--- config.mk ---
export PLATFORM = sky130hd
export DESIGN_NAME = ppr_port_top
export DESIGN_NICKNAME = d
export VERILOG_FILES = /design/src/logic/ppr_pkg.sv /design/src/logic/ppr_port_top.sv /design/src/logic/ppr_reset_seq.sv
export VERILOG_INCLUDE_DIRS = /design/src /design/src/logic
export SDC_FILE = /design/constraint.sdc
export NUM_CORES = 1
export LEC_CHECK = 0
export BUFFER_PORTS_ARGS = -buffer_cell sky130_fd_sc_hd__buf_2
export CORE_AREA = 4 4 102 104
export DETAILED_ROUTE_END_ITERATION = 16
export DIE_AREA = 0 0 106 108
export PLACE_DENSITY = 0.81
export SYNTH_ARGS = -nofsm -noshare
export SYNTH_HDL_FRONTEND = slang
export SYNTH_HIERARCHICAL = 1
export SYNTH_SLANG_ARGS = --single-unit
--- constraint.sdc ---
create_clock -name hclk -period 2.1 [get_ports hclk]
set_clock_uncertainty 0.05 [all_clocks]
set_input_delay 0.21 -clock hclk [delete_from_list [all_inputs] [get_ports hclk]]
set_output_delay 0.21 -clock hclk [all_outputs]
set_load 0.03 [all_outputs]
--- src/logic/ppr_params.svh ---
// Constants of the port pin and reset-pin block.
// Assumes a 50 MHz hclk and a word-wide AHB-Lite register bus.
`ifndef PPR_PARAMS_SVH
`define PPR_PARAMS_SVH

// ----------------------------------------
// Register byte offsets
// ----------------------------------------
`define PPR_OFF_P2_LATCH  8'h00
`define PPR_OFF_P2_MODE   8'h04
`define PPR_OFF_P3_LATCH  8'h08
`define PPR_OFF_P3_MODE   8'h0c
`define PPR_OFF_PIN_LEVEL 8'h10
`define PPR_OFF_BIT_OP    8'h14
`define PPR_OFF_INT_STAT  8'h18
`define PPR_OFF_INT_MASK  8'h1c
`define PPR_OFF_CFG_STAT  8'h20

// ----------------------------------------
// Fields and reset values
// ----------------------------------------
`define PPR_BITOP_IDX_LSB 0
`define PPR_BITOP_PORT    3
`define PPR_BITOP_VAL     8
`define PPR_CFG_ROLE_BIT  0
`define PPR_CFG_ROLE_FLD  8
`define PPR_INT_P2B1      0
`define PPR_INT_P3B2      1
`define PPR_RST_LATCH     8'h00
`define PPR_RST_MODE      8'hff
`define PPR_RST_MASK      2'h3
`define PPR_RST_CFG       8'h00

// ----------------------------------------
// Timing
// ----------------------------------------
`define PPR_CLK_NS        20
`define PPR_CFG_READ_NS   200
`define PPR_CFG_READ_CYC  ((`PPR_CFG_READ_NS + `PPR_CLK_NS - 1) / `PPR_CLK_NS)

`endif

--- src/logic/ppr_pkg.sv ---
// Types of the port pin and reset-pin block.
// Assumes ppr_params.svh for all numeric constants.
package ppr_pkg;

  // ----------------------------------------
  // Reset sequencer states
  // ----------------------------------------
  typedef enum logic [1:0] {
    ppr_st_read = 2'b01,
    ppr_st_run  = 2'b10
  } ppr_seq_t;

endpackage

--- src/logic/ppr_port_top.sv ---
// Port 2/3 pin logic with reset-pin sharing, external interrupts and AHB-Lite registers.
// Assumes pins synchronous to hclk; board resolves pin level from out/oe and pulls.
`timescale 1ns/1ps
`include "ppr_params.svh"
module ppr_port_top #(
  parameter int READ_CYC = `PPR_CFG_READ_CYC
) (
  // Clock and reset
  input  wire logic        hclk,
  input  wire logic        hresetn,
  // AHB-Lite slave
  input  wire logic        hsel,
  input  wire logic [31:0] haddr,
  input  wire logic [1:0]  htrans,
  input  wire logic        hwrite,
  input  wire logic [2:0]  hsize,
  input  wire logic [31:0] hwdata,
  input  wire logic        hready,
  output logic             hreadyout,
  output logic [31:0]      hrdata,
  output logic             hresp,
  // Port 2 pins
  input  wire logic [7:0]  port2_in,
  output logic [7:0]       port2_out,
  output logic [7:0]       port2_oe,
  // Port 3 pins
  input  wire logic [7:0]  port3_in,
  output logic [7:0]       port3_out,
  output logic [7:0]       port3_oe,
  // Reset-time pull controls
  output logic             pulldown_port2_bit2,
  output logic             pulldown_port2_bit3,
  output logic             pullup_port3_bit4,
  // Configuration and core reset
  input  wire logic [7:0]  cfg_byte,
  output logic             core_reset_n,
  // Interrupt
  output logic             irq
);

  // ----------------------------------------
  // Read-modify-write of one port bit
  // ----------------------------------------
  // Input pins read back pin level, so their latches take it.
  function automatic logic [7:0] ppr_rmw(input logic [7:0] mode,
                                         input logic [7:0] latch,
                                         input logic [7:0] pins,
                                         input logic [2:0] idx,
                                         input logic       val);
    logic [7:0] rd;
    rd      = (mode & pins) | (~mode & latch);
    rd[idx] = val;
    return rd;
  endfunction

  // ----------------------------------------
  // Reset sequencer
  // ----------------------------------------
  logic       core_run;
  logic       reset_role;
  logic [7:0] cfg_held;

  ppr_reset_seq #(
    .READ_CYC   (READ_CYC)
  ) u_seq (
    .hclk       (hclk),
    .hresetn    (hresetn),
    .shared_pin (port3_in[4]),
    .cfg_byte   (cfg_byte),
    .core_run   (core_run),
    .reset_role (reset_role),
    .cfg_held   (cfg_held)
  );

  assign core_reset_n        = core_run;
  assign pulldown_port2_bit2 = !core_run;
  assign pulldown_port2_bit3 = !core_run;
  assign pullup_port3_bit4   = !core_run;

  // ----------------------------------------
  // Bus front end
  // ----------------------------------------
  logic       wr_pend;
  logic       rd_first;
  logic [7:0] dph_addr;

  wire addr_valid = hsel & hready & htrans[1] & (hsize == 3'b010);

  always_ff @(posedge hclk or negedge hresetn) begin
    if (!hresetn) begin
      wr_pend  <= 1'b0;
      rd_first <= 1'b0;
      dph_addr <= 8'h00;
    end else begin
      wr_pend  <= addr_valid & hwrite;
      rd_first <= addr_valid & ~hwrite;
      if (addr_valid) begin
        dph_addr <= haddr[7:0];
      end
    end
  end

  // Reads take one wait state so that a just-written value is seen
  assign hreadyout = ~rd_first;
  assign hresp     = 1'b0;

  wire wr_p2l  = wr_pend & (dph_addr == `PPR_OFF_P2_LATCH);
  wire wr_p2m  = wr_pend & (dph_addr == `PPR_OFF_P2_MODE);
  wire wr_p3l  = wr_pend & (dph_addr == `PPR_OFF_P3_LATCH);
  wire wr_p3m  = wr_pend & (dph_addr == `PPR_OFF_P3_MODE);
  wire wr_bop  = wr_pend & (dph_addr == `PPR_OFF_BIT_OP);
  wire wr_ist  = wr_pend & (dph_addr == `PPR_OFF_INT_STAT);
  wire wr_imk  = wr_pend & (dph_addr == `PPR_OFF_INT_MASK);

  wire [2:0] bop_idx = hwdata[`PPR_BITOP_IDX_LSB +: 3];
  wire       bop_val = hwdata[`PPR_BITOP_VAL];
  wire       bitop_p2 = wr_bop & ~hwdata[`PPR_BITOP_PORT];
  wire       bitop_p3 = wr_bop &  hwdata[`PPR_BITOP_PORT];

  // ----------------------------------------
  // Port latches and modes
  // ----------------------------------------
  logic [7:0] p2_latch;
  logic [7:0] p2_mode;
  logic [7:0] p3_latch;
  logic [7:0] p3_mode;

  wire [7:0] rmw_p2 = ppr_rmw(p2_mode, p2_latch, port2_in, bop_idx, bop_val);
  wire [7:0] rmw_p3 = ppr_rmw(p3_mode, p3_latch, port3_in, bop_idx, bop_val);

  wire [7:0] next_p2_latch = bitop_p2 ? rmw_p2 :
                             wr_p2l   ? hwdata[7:0] : p2_latch;
  wire [7:0] next_p3_latch = bitop_p3 ? rmw_p3 :
                             wr_p3l   ? hwdata[7:0] : p3_latch;
  wire [7:0] next_p2_mode  = wr_p2m ? hwdata[7:0] : p2_mode;
  wire [7:0] next_p3_mode  = wr_p3m ? hwdata[7:0] : p3_mode;

  always_ff @(posedge hclk or negedge hresetn) begin
    if (!hresetn) begin
      p2_latch <= `PPR_RST_LATCH;
      p3_latch <= `PPR_RST_LATCH;
      p2_mode  <= `PPR_RST_MODE;
      p3_mode  <= `PPR_RST_MODE;
    end else if (!core_run) begin
      p2_latch <= `PPR_RST_LATCH;
      p3_latch <= `PPR_RST_LATCH;
      p2_mode  <= `PPR_RST_MODE;
      p3_mode  <= `PPR_RST_MODE;
    end else begin
      p2_latch <= next_p2_latch;
      p3_latch <= next_p3_latch;
      p2_mode  <= next_p2_mode;
      p3_mode  <= next_p3_mode;
    end
  end

  // Port 3 bit 4 is input only; drivers stay off during reset
  assign port2_out = p2_latch;
  assign port3_out = p3_latch;
  assign port2_oe  = ~p2_mode & {8{core_run}};
  assign port3_oe  = ~p3_mode & {8{core_run}} & 8'hef;

  // ----------------------------------------
  // External interrupts on two pins
  // ----------------------------------------
  logic [1:0] int_stat;
  logic [1:0] int_mask;
  logic [1:0] prev_lvl;

  // Seen level is the driven level in output mode
  wire lvl_p2b1 = p2_mode[1] ? port2_in[1] : p2_latch[1];
  wire lvl_p3b2 = p3_mode[2] ? port3_in[2] : p3_latch[2];
  wire [1:0] cur_lvl = {lvl_p3b2, lvl_p2b1};
  wire [1:0] evt     = (cur_lvl ^ prev_lvl) & {2{core_run}};
  wire [1:0] w1c     = wr_ist ? hwdata[1:0] : 2'h0;

  // Set wins over a clear in the same cycle
  wire [1:0] next_int_stat = (int_stat & ~w1c) | evt;
  wire [1:0] next_int_mask = wr_imk ? hwdata[1:0] : int_mask;

  always_ff @(posedge hclk or negedge hresetn) begin
    if (!hresetn) begin
      int_stat <= 2'h0;
      int_mask <= `PPR_RST_MASK;
      prev_lvl <= 2'h0;
    end else if (!core_run) begin
      int_stat <= 2'h0;
      int_mask <= `PPR_RST_MASK;
      prev_lvl <= cur_lvl;
    end else begin
      int_stat <= next_int_stat;
      int_mask <= next_int_mask;
      prev_lvl <= cur_lvl;
    end
  end

  // Mask bit high suppresses the request
  assign irq = |(int_stat & ~int_mask);

  // ----------------------------------------
  // Read data
  // ----------------------------------------
  logic [31:0] rd_mux;

  always_comb begin
    case (dph_addr)
      `PPR_OFF_P2_LATCH:  rd_mux = {24'h000000, p2_latch};
      `PPR_OFF_P2_MODE:   rd_mux = {24'h000000, p2_mode};
      `PPR_OFF_P3_LATCH:  rd_mux = {24'h000000, p3_latch};
      `PPR_OFF_P3_MODE:   rd_mux = {24'h000000, p3_mode};
      `PPR_OFF_PIN_LEVEL: rd_mux = {16'h0000, port3_in, port2_in};
      `PPR_OFF_INT_STAT:  rd_mux = {30'h00000000, int_stat};
      `PPR_OFF_INT_MASK:  rd_mux = {30'h00000000, int_mask};
      `PPR_OFF_CFG_STAT:  rd_mux = {23'h000000, reset_role, cfg_held};
      default:            rd_mux = 32'h00000000;
    endcase
  end

  always_ff @(posedge hclk or negedge hresetn) begin
    if (!hresetn) begin
      hrdata <= 32'h00000000;
    end else if (rd_first) begin
      hrdata <= rd_mux;
    end
  end

  wire [7:0] bop_mask = 8'h01 << bop_idx;
  wire [7:0] p2_other = p2_mode & ~bop_mask;
  wire [7:0] p3_other = p3_mode & ~bop_mask;
  wire [7:0] p2_keep  = ~p2_mode & ~bop_mask;
  wire [7:0] p3_keep  = ~p3_mode & ~bop_mask;
endmodule // ppr_port_top

--- src/logic/ppr_reset_seq.sv ---
// Reset release sequencer: reads the configuration byte, then runs.
// Assumes a synchronous shared pin level and a stable configuration byte.
`timescale 1ns/1ps
`include "ppr_params.svh"
module ppr_reset_seq #(
  parameter int READ_CYC = `PPR_CFG_READ_CYC
) (
  // Clock and reset
  input  wire logic       hclk,
  input  wire logic       hresetn,
  // Shared pin and configuration byte
  input  wire logic       shared_pin,
  input  wire logic [7:0] cfg_byte,
  // Results
  output logic            core_run,
  output logic            reset_role,
  output logic [7:0]      cfg_held
);

  ppr_pkg::ppr_seq_t state;
  logic [7:0]        cnt;

  wire read_end = (cnt == 8'(READ_CYC - 1));

  always_ff @(posedge hclk or negedge hresetn) begin
    if (!hresetn) begin
      state    <= ppr_pkg::ppr_st_read;
      cnt      <= 8'h00;
      cfg_held <= `PPR_RST_CFG;
    end else begin
      case (state)
        ppr_pkg::ppr_st_read: begin
          if (!shared_pin) begin
            cnt <= 8'h00;
          end else if (read_end) begin
            cfg_held <= cfg_byte;
            state    <= ppr_pkg::ppr_st_run;
          end else begin
            cnt <= cnt + 8'h01;
          end
        end
        ppr_pkg::ppr_st_run: begin
          if (reset_role && !shared_pin) begin
            state <= ppr_pkg::ppr_st_read;
            cnt   <= 8'h00;
          end
        end
        default: begin
          state <= ppr_pkg::ppr_st_read;
          cnt   <= 8'h00;
        end
      endcase
    end
  end

  assign core_run   = (state == ppr_pkg::ppr_st_run);
  assign reset_role = cfg_held[`PPR_CFG_ROLE_BIT];

endmodule // ppr_reset_seq

==> summary.txt <==
Clock tree
  • CTS tree: yes
  • Clock-pin slew reported for the worst setup and hold paths after clock tree synthesis: 80 ps
  • CTS root buffer: sky130_fd_sc_hd__clkbuf_8
  • H-tree lvl count: 3
  • Sinks on the clock net: about 80
  • Number of buffers added by the clock tree synthesis step: 9
  • Later-pin clock latency in the skew report: ~370 ps
  • Worst-case clock buffer depth: 2

Min path
  • Startpoint of the tightest hold check path: cfg_byte[5]
  • End point of the most critical hold path: u_seq/cfg_held[5]
  • Classification of the worst-slack hold path: primary input to flip-flop
  • Instance count along the most critical hold path: 2

Timing
  • Worst-case hold slack: around 25 ps
  • Upper clock frequency limit: between 400 and 500 MHz
  • Shortest period the worst path allows: slightly above 2000 ps
  • Number of endpoints with negative hold slack in the final report: 0
  • Final critical-path share of the clock period: between 90 and 100%
  • Accumulated negative setup slack: 0 ps
  • Setup WS post-layout: just under 80 ps
  • Max Transition Viols Final: 0
  • Slew at the pin with the worst max-slew slack: 547 ps
  • RSZ-0062 raised after global routing: no
  • Max transition margin: 63.5%
  • Final setup violation count: 0

Floorplan
  • Area of the die: about 11000 sq um
  • Horizontal die dimension: roughly 110 um
  • Die extent in y: 108 um
  • Starting density of the core: approximately half
  • Std-Cell Rows: 36
  • I/O Pins: 169
  • Standard cell core area: about 9500 sq um

Synthesis
  • Cell taking the most area after synthesis: sky130_fd_sc_hd__dfrtp_1
  • Number of flops mapped to enable cells by yosys: 0
  • Post-synthesis register bit count: between 80 and 90
  • Post-synthesis instance area: 4780 sq um
  • Synthesis Warnings: 6
  • Mean post-synth cell area: around 10 sq um
  • Synthesized instance count: 476
  • Share of Yosys cell area claimed by the top area cell type: 33.0%
  • Async set-reset flop share out of synthesis: 100%
  • Sequential element share of the synthesized area: a little over two fifths
  • Most used flip-flop cell after synthesis: sky130_fd_sc_hd__dfrtp_1
  • Unique cell type count in the Yosys netlist: 62
  • Synth top area cells: sky130_fd_sc_hd__dfrtp_1, sky130_fd_sc_hd__dfstp_2, sky130_fd_sc_hd__mux2i_1

Placement
  • HPWL after detailed placement: a little over 10000 um
  • Area post-placement: between 5000 and 6000 sq um
  • Placer congestion estimate: 0.943
  • Post-Place Setup Slack: approximately 130 ps
  • Placed Instances: between 600 and 700
  • Buffers added on ports: slightly above 100

Setup path
  • CP max-delay cell: sky130_fd_sc_hd__dfrtp_1
  • Destination of the worst register-to-register timing path: port2_out[5]
  • WP data arrival: 1760 ps
  • Startpoint type of the worst setup path: flip-flop
  • R2R cell count: 5
  • Worst Path Max Fanout: 23
  • Crit path required time: 1840 ps
  • Critical path start-end classification: flip-flop to output pin
  • Slowest stage delay, CP: 360 ps
  • Register-to-register setup slack: 120 ps
  • Crit path capture type: output pin
  • Beginning of the worst register-to-register path: dph_addr[1]
  • Series of cell instances along the critical path: nor2b_2, clkinvlp_4, buf_12, nor2_1, buf_2

Drt
  • Routed wire length: 14200 um
  • Antenna violation net count after detailed routing: 0
  • DRC Markers: 0
  • Via total after detailed routing: around 4300
  • DR pass1 iterations: 6
  • Vias/cell: roughly 6
  • Initial DRC count: around 390
  • Average detailed-routed wire length per instance: 19.7 um

Power
  • Internal Power: around 2.5 mW
  • Clk pwr share: about 28%
  • Net Switching: approximately 1.2 mW
  • Worst IR drop on VDD: ~0.00037 V
  • Seq pwr share: a little under 50%
  • Proportion of total power due to net switching: between 30 and 40%
  • P per Cell Area: between 600 and 700 nW/um^2
  • Comb pwr share: a little under a quarter
  • Leakage: about 2.8 nW
  • Total power after layout: between 3 and 4 mW

Finish
  • Area Growth Syn to Fin: 20.1%
  • Fill cell count: between 800 and 900
  • Most common cell after layout, fill and taps aside: sky130_fd_sc_hd__buf_2
  • Core utilization of the finished layout: between 60% and 70%
  • Fin cells: about 720
  • Highest-count cells in the layout ignoring fill and taps: sky130_fd_sc_hd__buf_2, sky130_fd_sc_hd__dfrtp_1, sky130_fd_sc_hd__nand2_1, sky130_fd_sc_hd__mux2i_1
  • Finished layout cell area: 5740 sq um
  • Ant diodes: 0
  • Ratio of cells with drive above 1 in the final layout: 37.2%
  • Layout net count: 683

Global route
  • Routing usage on met1: around a third
  • Met3 Track Usage GR: 4.06%
  • GR Layer Usage met2: about two fifths
  • Global routing's busiest layer: met2
  • Number of antenna violations at the first check in global routing: 0
  • Global routing usage summed across all routing layers: between 20 and 25%
  • Vias in the first global route: around 4100
  • Global-route wire length before repair: 21800 um
  • Maximum number of pins on one net before global-route repair: 38
  • Leftover overflow at the end of global routing: 0

Run status
  • Run status: complete, no violations

Flow run
  • Maximum Capacitance Violations: 0
## worst max-delay path by stage
stage	depth (start not counted)	from	to	slack, ps
3_5_place_dp	6	dph_addr[5]	port2_out[3]	130
3_3_place_gp	5	dph_addr[3]	port2_out[7]	160
4_1_cts	5	u_seq/state[0]	port3_oe[6]	60
6_report	5	u_seq/state[1]	port3_oe[6]	80
5_1_grt	5	u_seq/state[1]	port3_oe[7]	9
2_1_floorplan	6	u_seq/state[0]	pulldown_port2_bit3	-30
## cell usage after synthesis, types with 9 or more instances
master / n
sky130_fd_sc_hd__dfstp_2: 19
sky130_fd_sc_hd__o21ai_0: 13
sky130_fd_sc_hd__dfrtp_1: 63
sky130_fd_sc_hd__a22o_1: 12
sky130_fd_sc_hd__a21oi_1: 26
sky130_fd_sc_hd__a32oi_1: 10
sky130_fd_sc_hd__buf_4: 23
sky130_fd_sc_hd__nor2_1: 37
sky130_fd_sc_hd__mux2i_1: 36
sky130_fd_sc_hd__mux2_2: 13
sky130_fd_sc_hd__o2bb2ai_1: 9
sky130_fd_sc_hd__inv_1: 11
sky130_fd_sc_hd__a211oi_1: 12
sky130_fd_sc_hd__nand3_1: 14
sky130_fd_sc_hd__clkbuf_1: 17
sky130_fd_sc_hd__nor2b_1: 10
sky130_fd_sc_hd__nand2_1: 40
## worst max-delay path: cells and delay by family (launching register included)
kind	cells	cell delay, ps
buffers and inverters	3	690
flip-flops	1	360
AND/OR/NAND/NOR	2	340
## state kept, by name, summed over array words and instances, names as in the netlist, 8 cells and up
register,cells
p3_mode,8
dph_addr,8
u_seq/cfg_held,8
port3_out,8
p2_mode,8
port2_out,8
u_seq/cnt,8
hrdata,16
## cells by family after synthesis
kind of cell | share of synthesized area [%]
compound gates | 18.3
xor+xnor | 0.367
fa+ha+maj | 0.523
buf+inv | 7.49
flops | 43.4
mux | 12.8
other cells | 0.0785
simple gates | 17.0
## cell type report
type	count	area, sq um	area share (%)
flip-flops and latches	82	2080	36.2
repair buffers	132	781	13.6
clock inverters	6	42.5	0.741
inverters	12	48.8	0.850
multi-input cells	346	2490	43.3
well taps	133	166	2.90
clock buffers	10	138	2.40
## power groups by stage
stage                     clock network (mW)  logic (mW)  registers (mW)
after floorplan                            0       0.581            1.80
after global placement                     0       0.794            1.84
after detailed placement                   0       0.817            1.85
after CTS                               1.08       0.822            1.83
after global routing                    1.14       0.924            1.85
final                                   1.07       0.860            1.84
## metal layers
layer  share of wire, %  vias to the layer above  wire [um]
met5                  0                        -          0
met4                2.4                        0        341
met3                7.7                       31       1090
met2                 48                      237       6870
met1                 42                     2142       5920
li1                   -                     1936          -
## timing repair
action / CTS / global route
hold endpoints to repair: 24 / 0
resized for setup: 0 / 4
setup endpoints to repair: 0 / 12
buffers inserted: 0 / 4
hold buffers: 2 / 0
(Power assumes the default switching activity.)
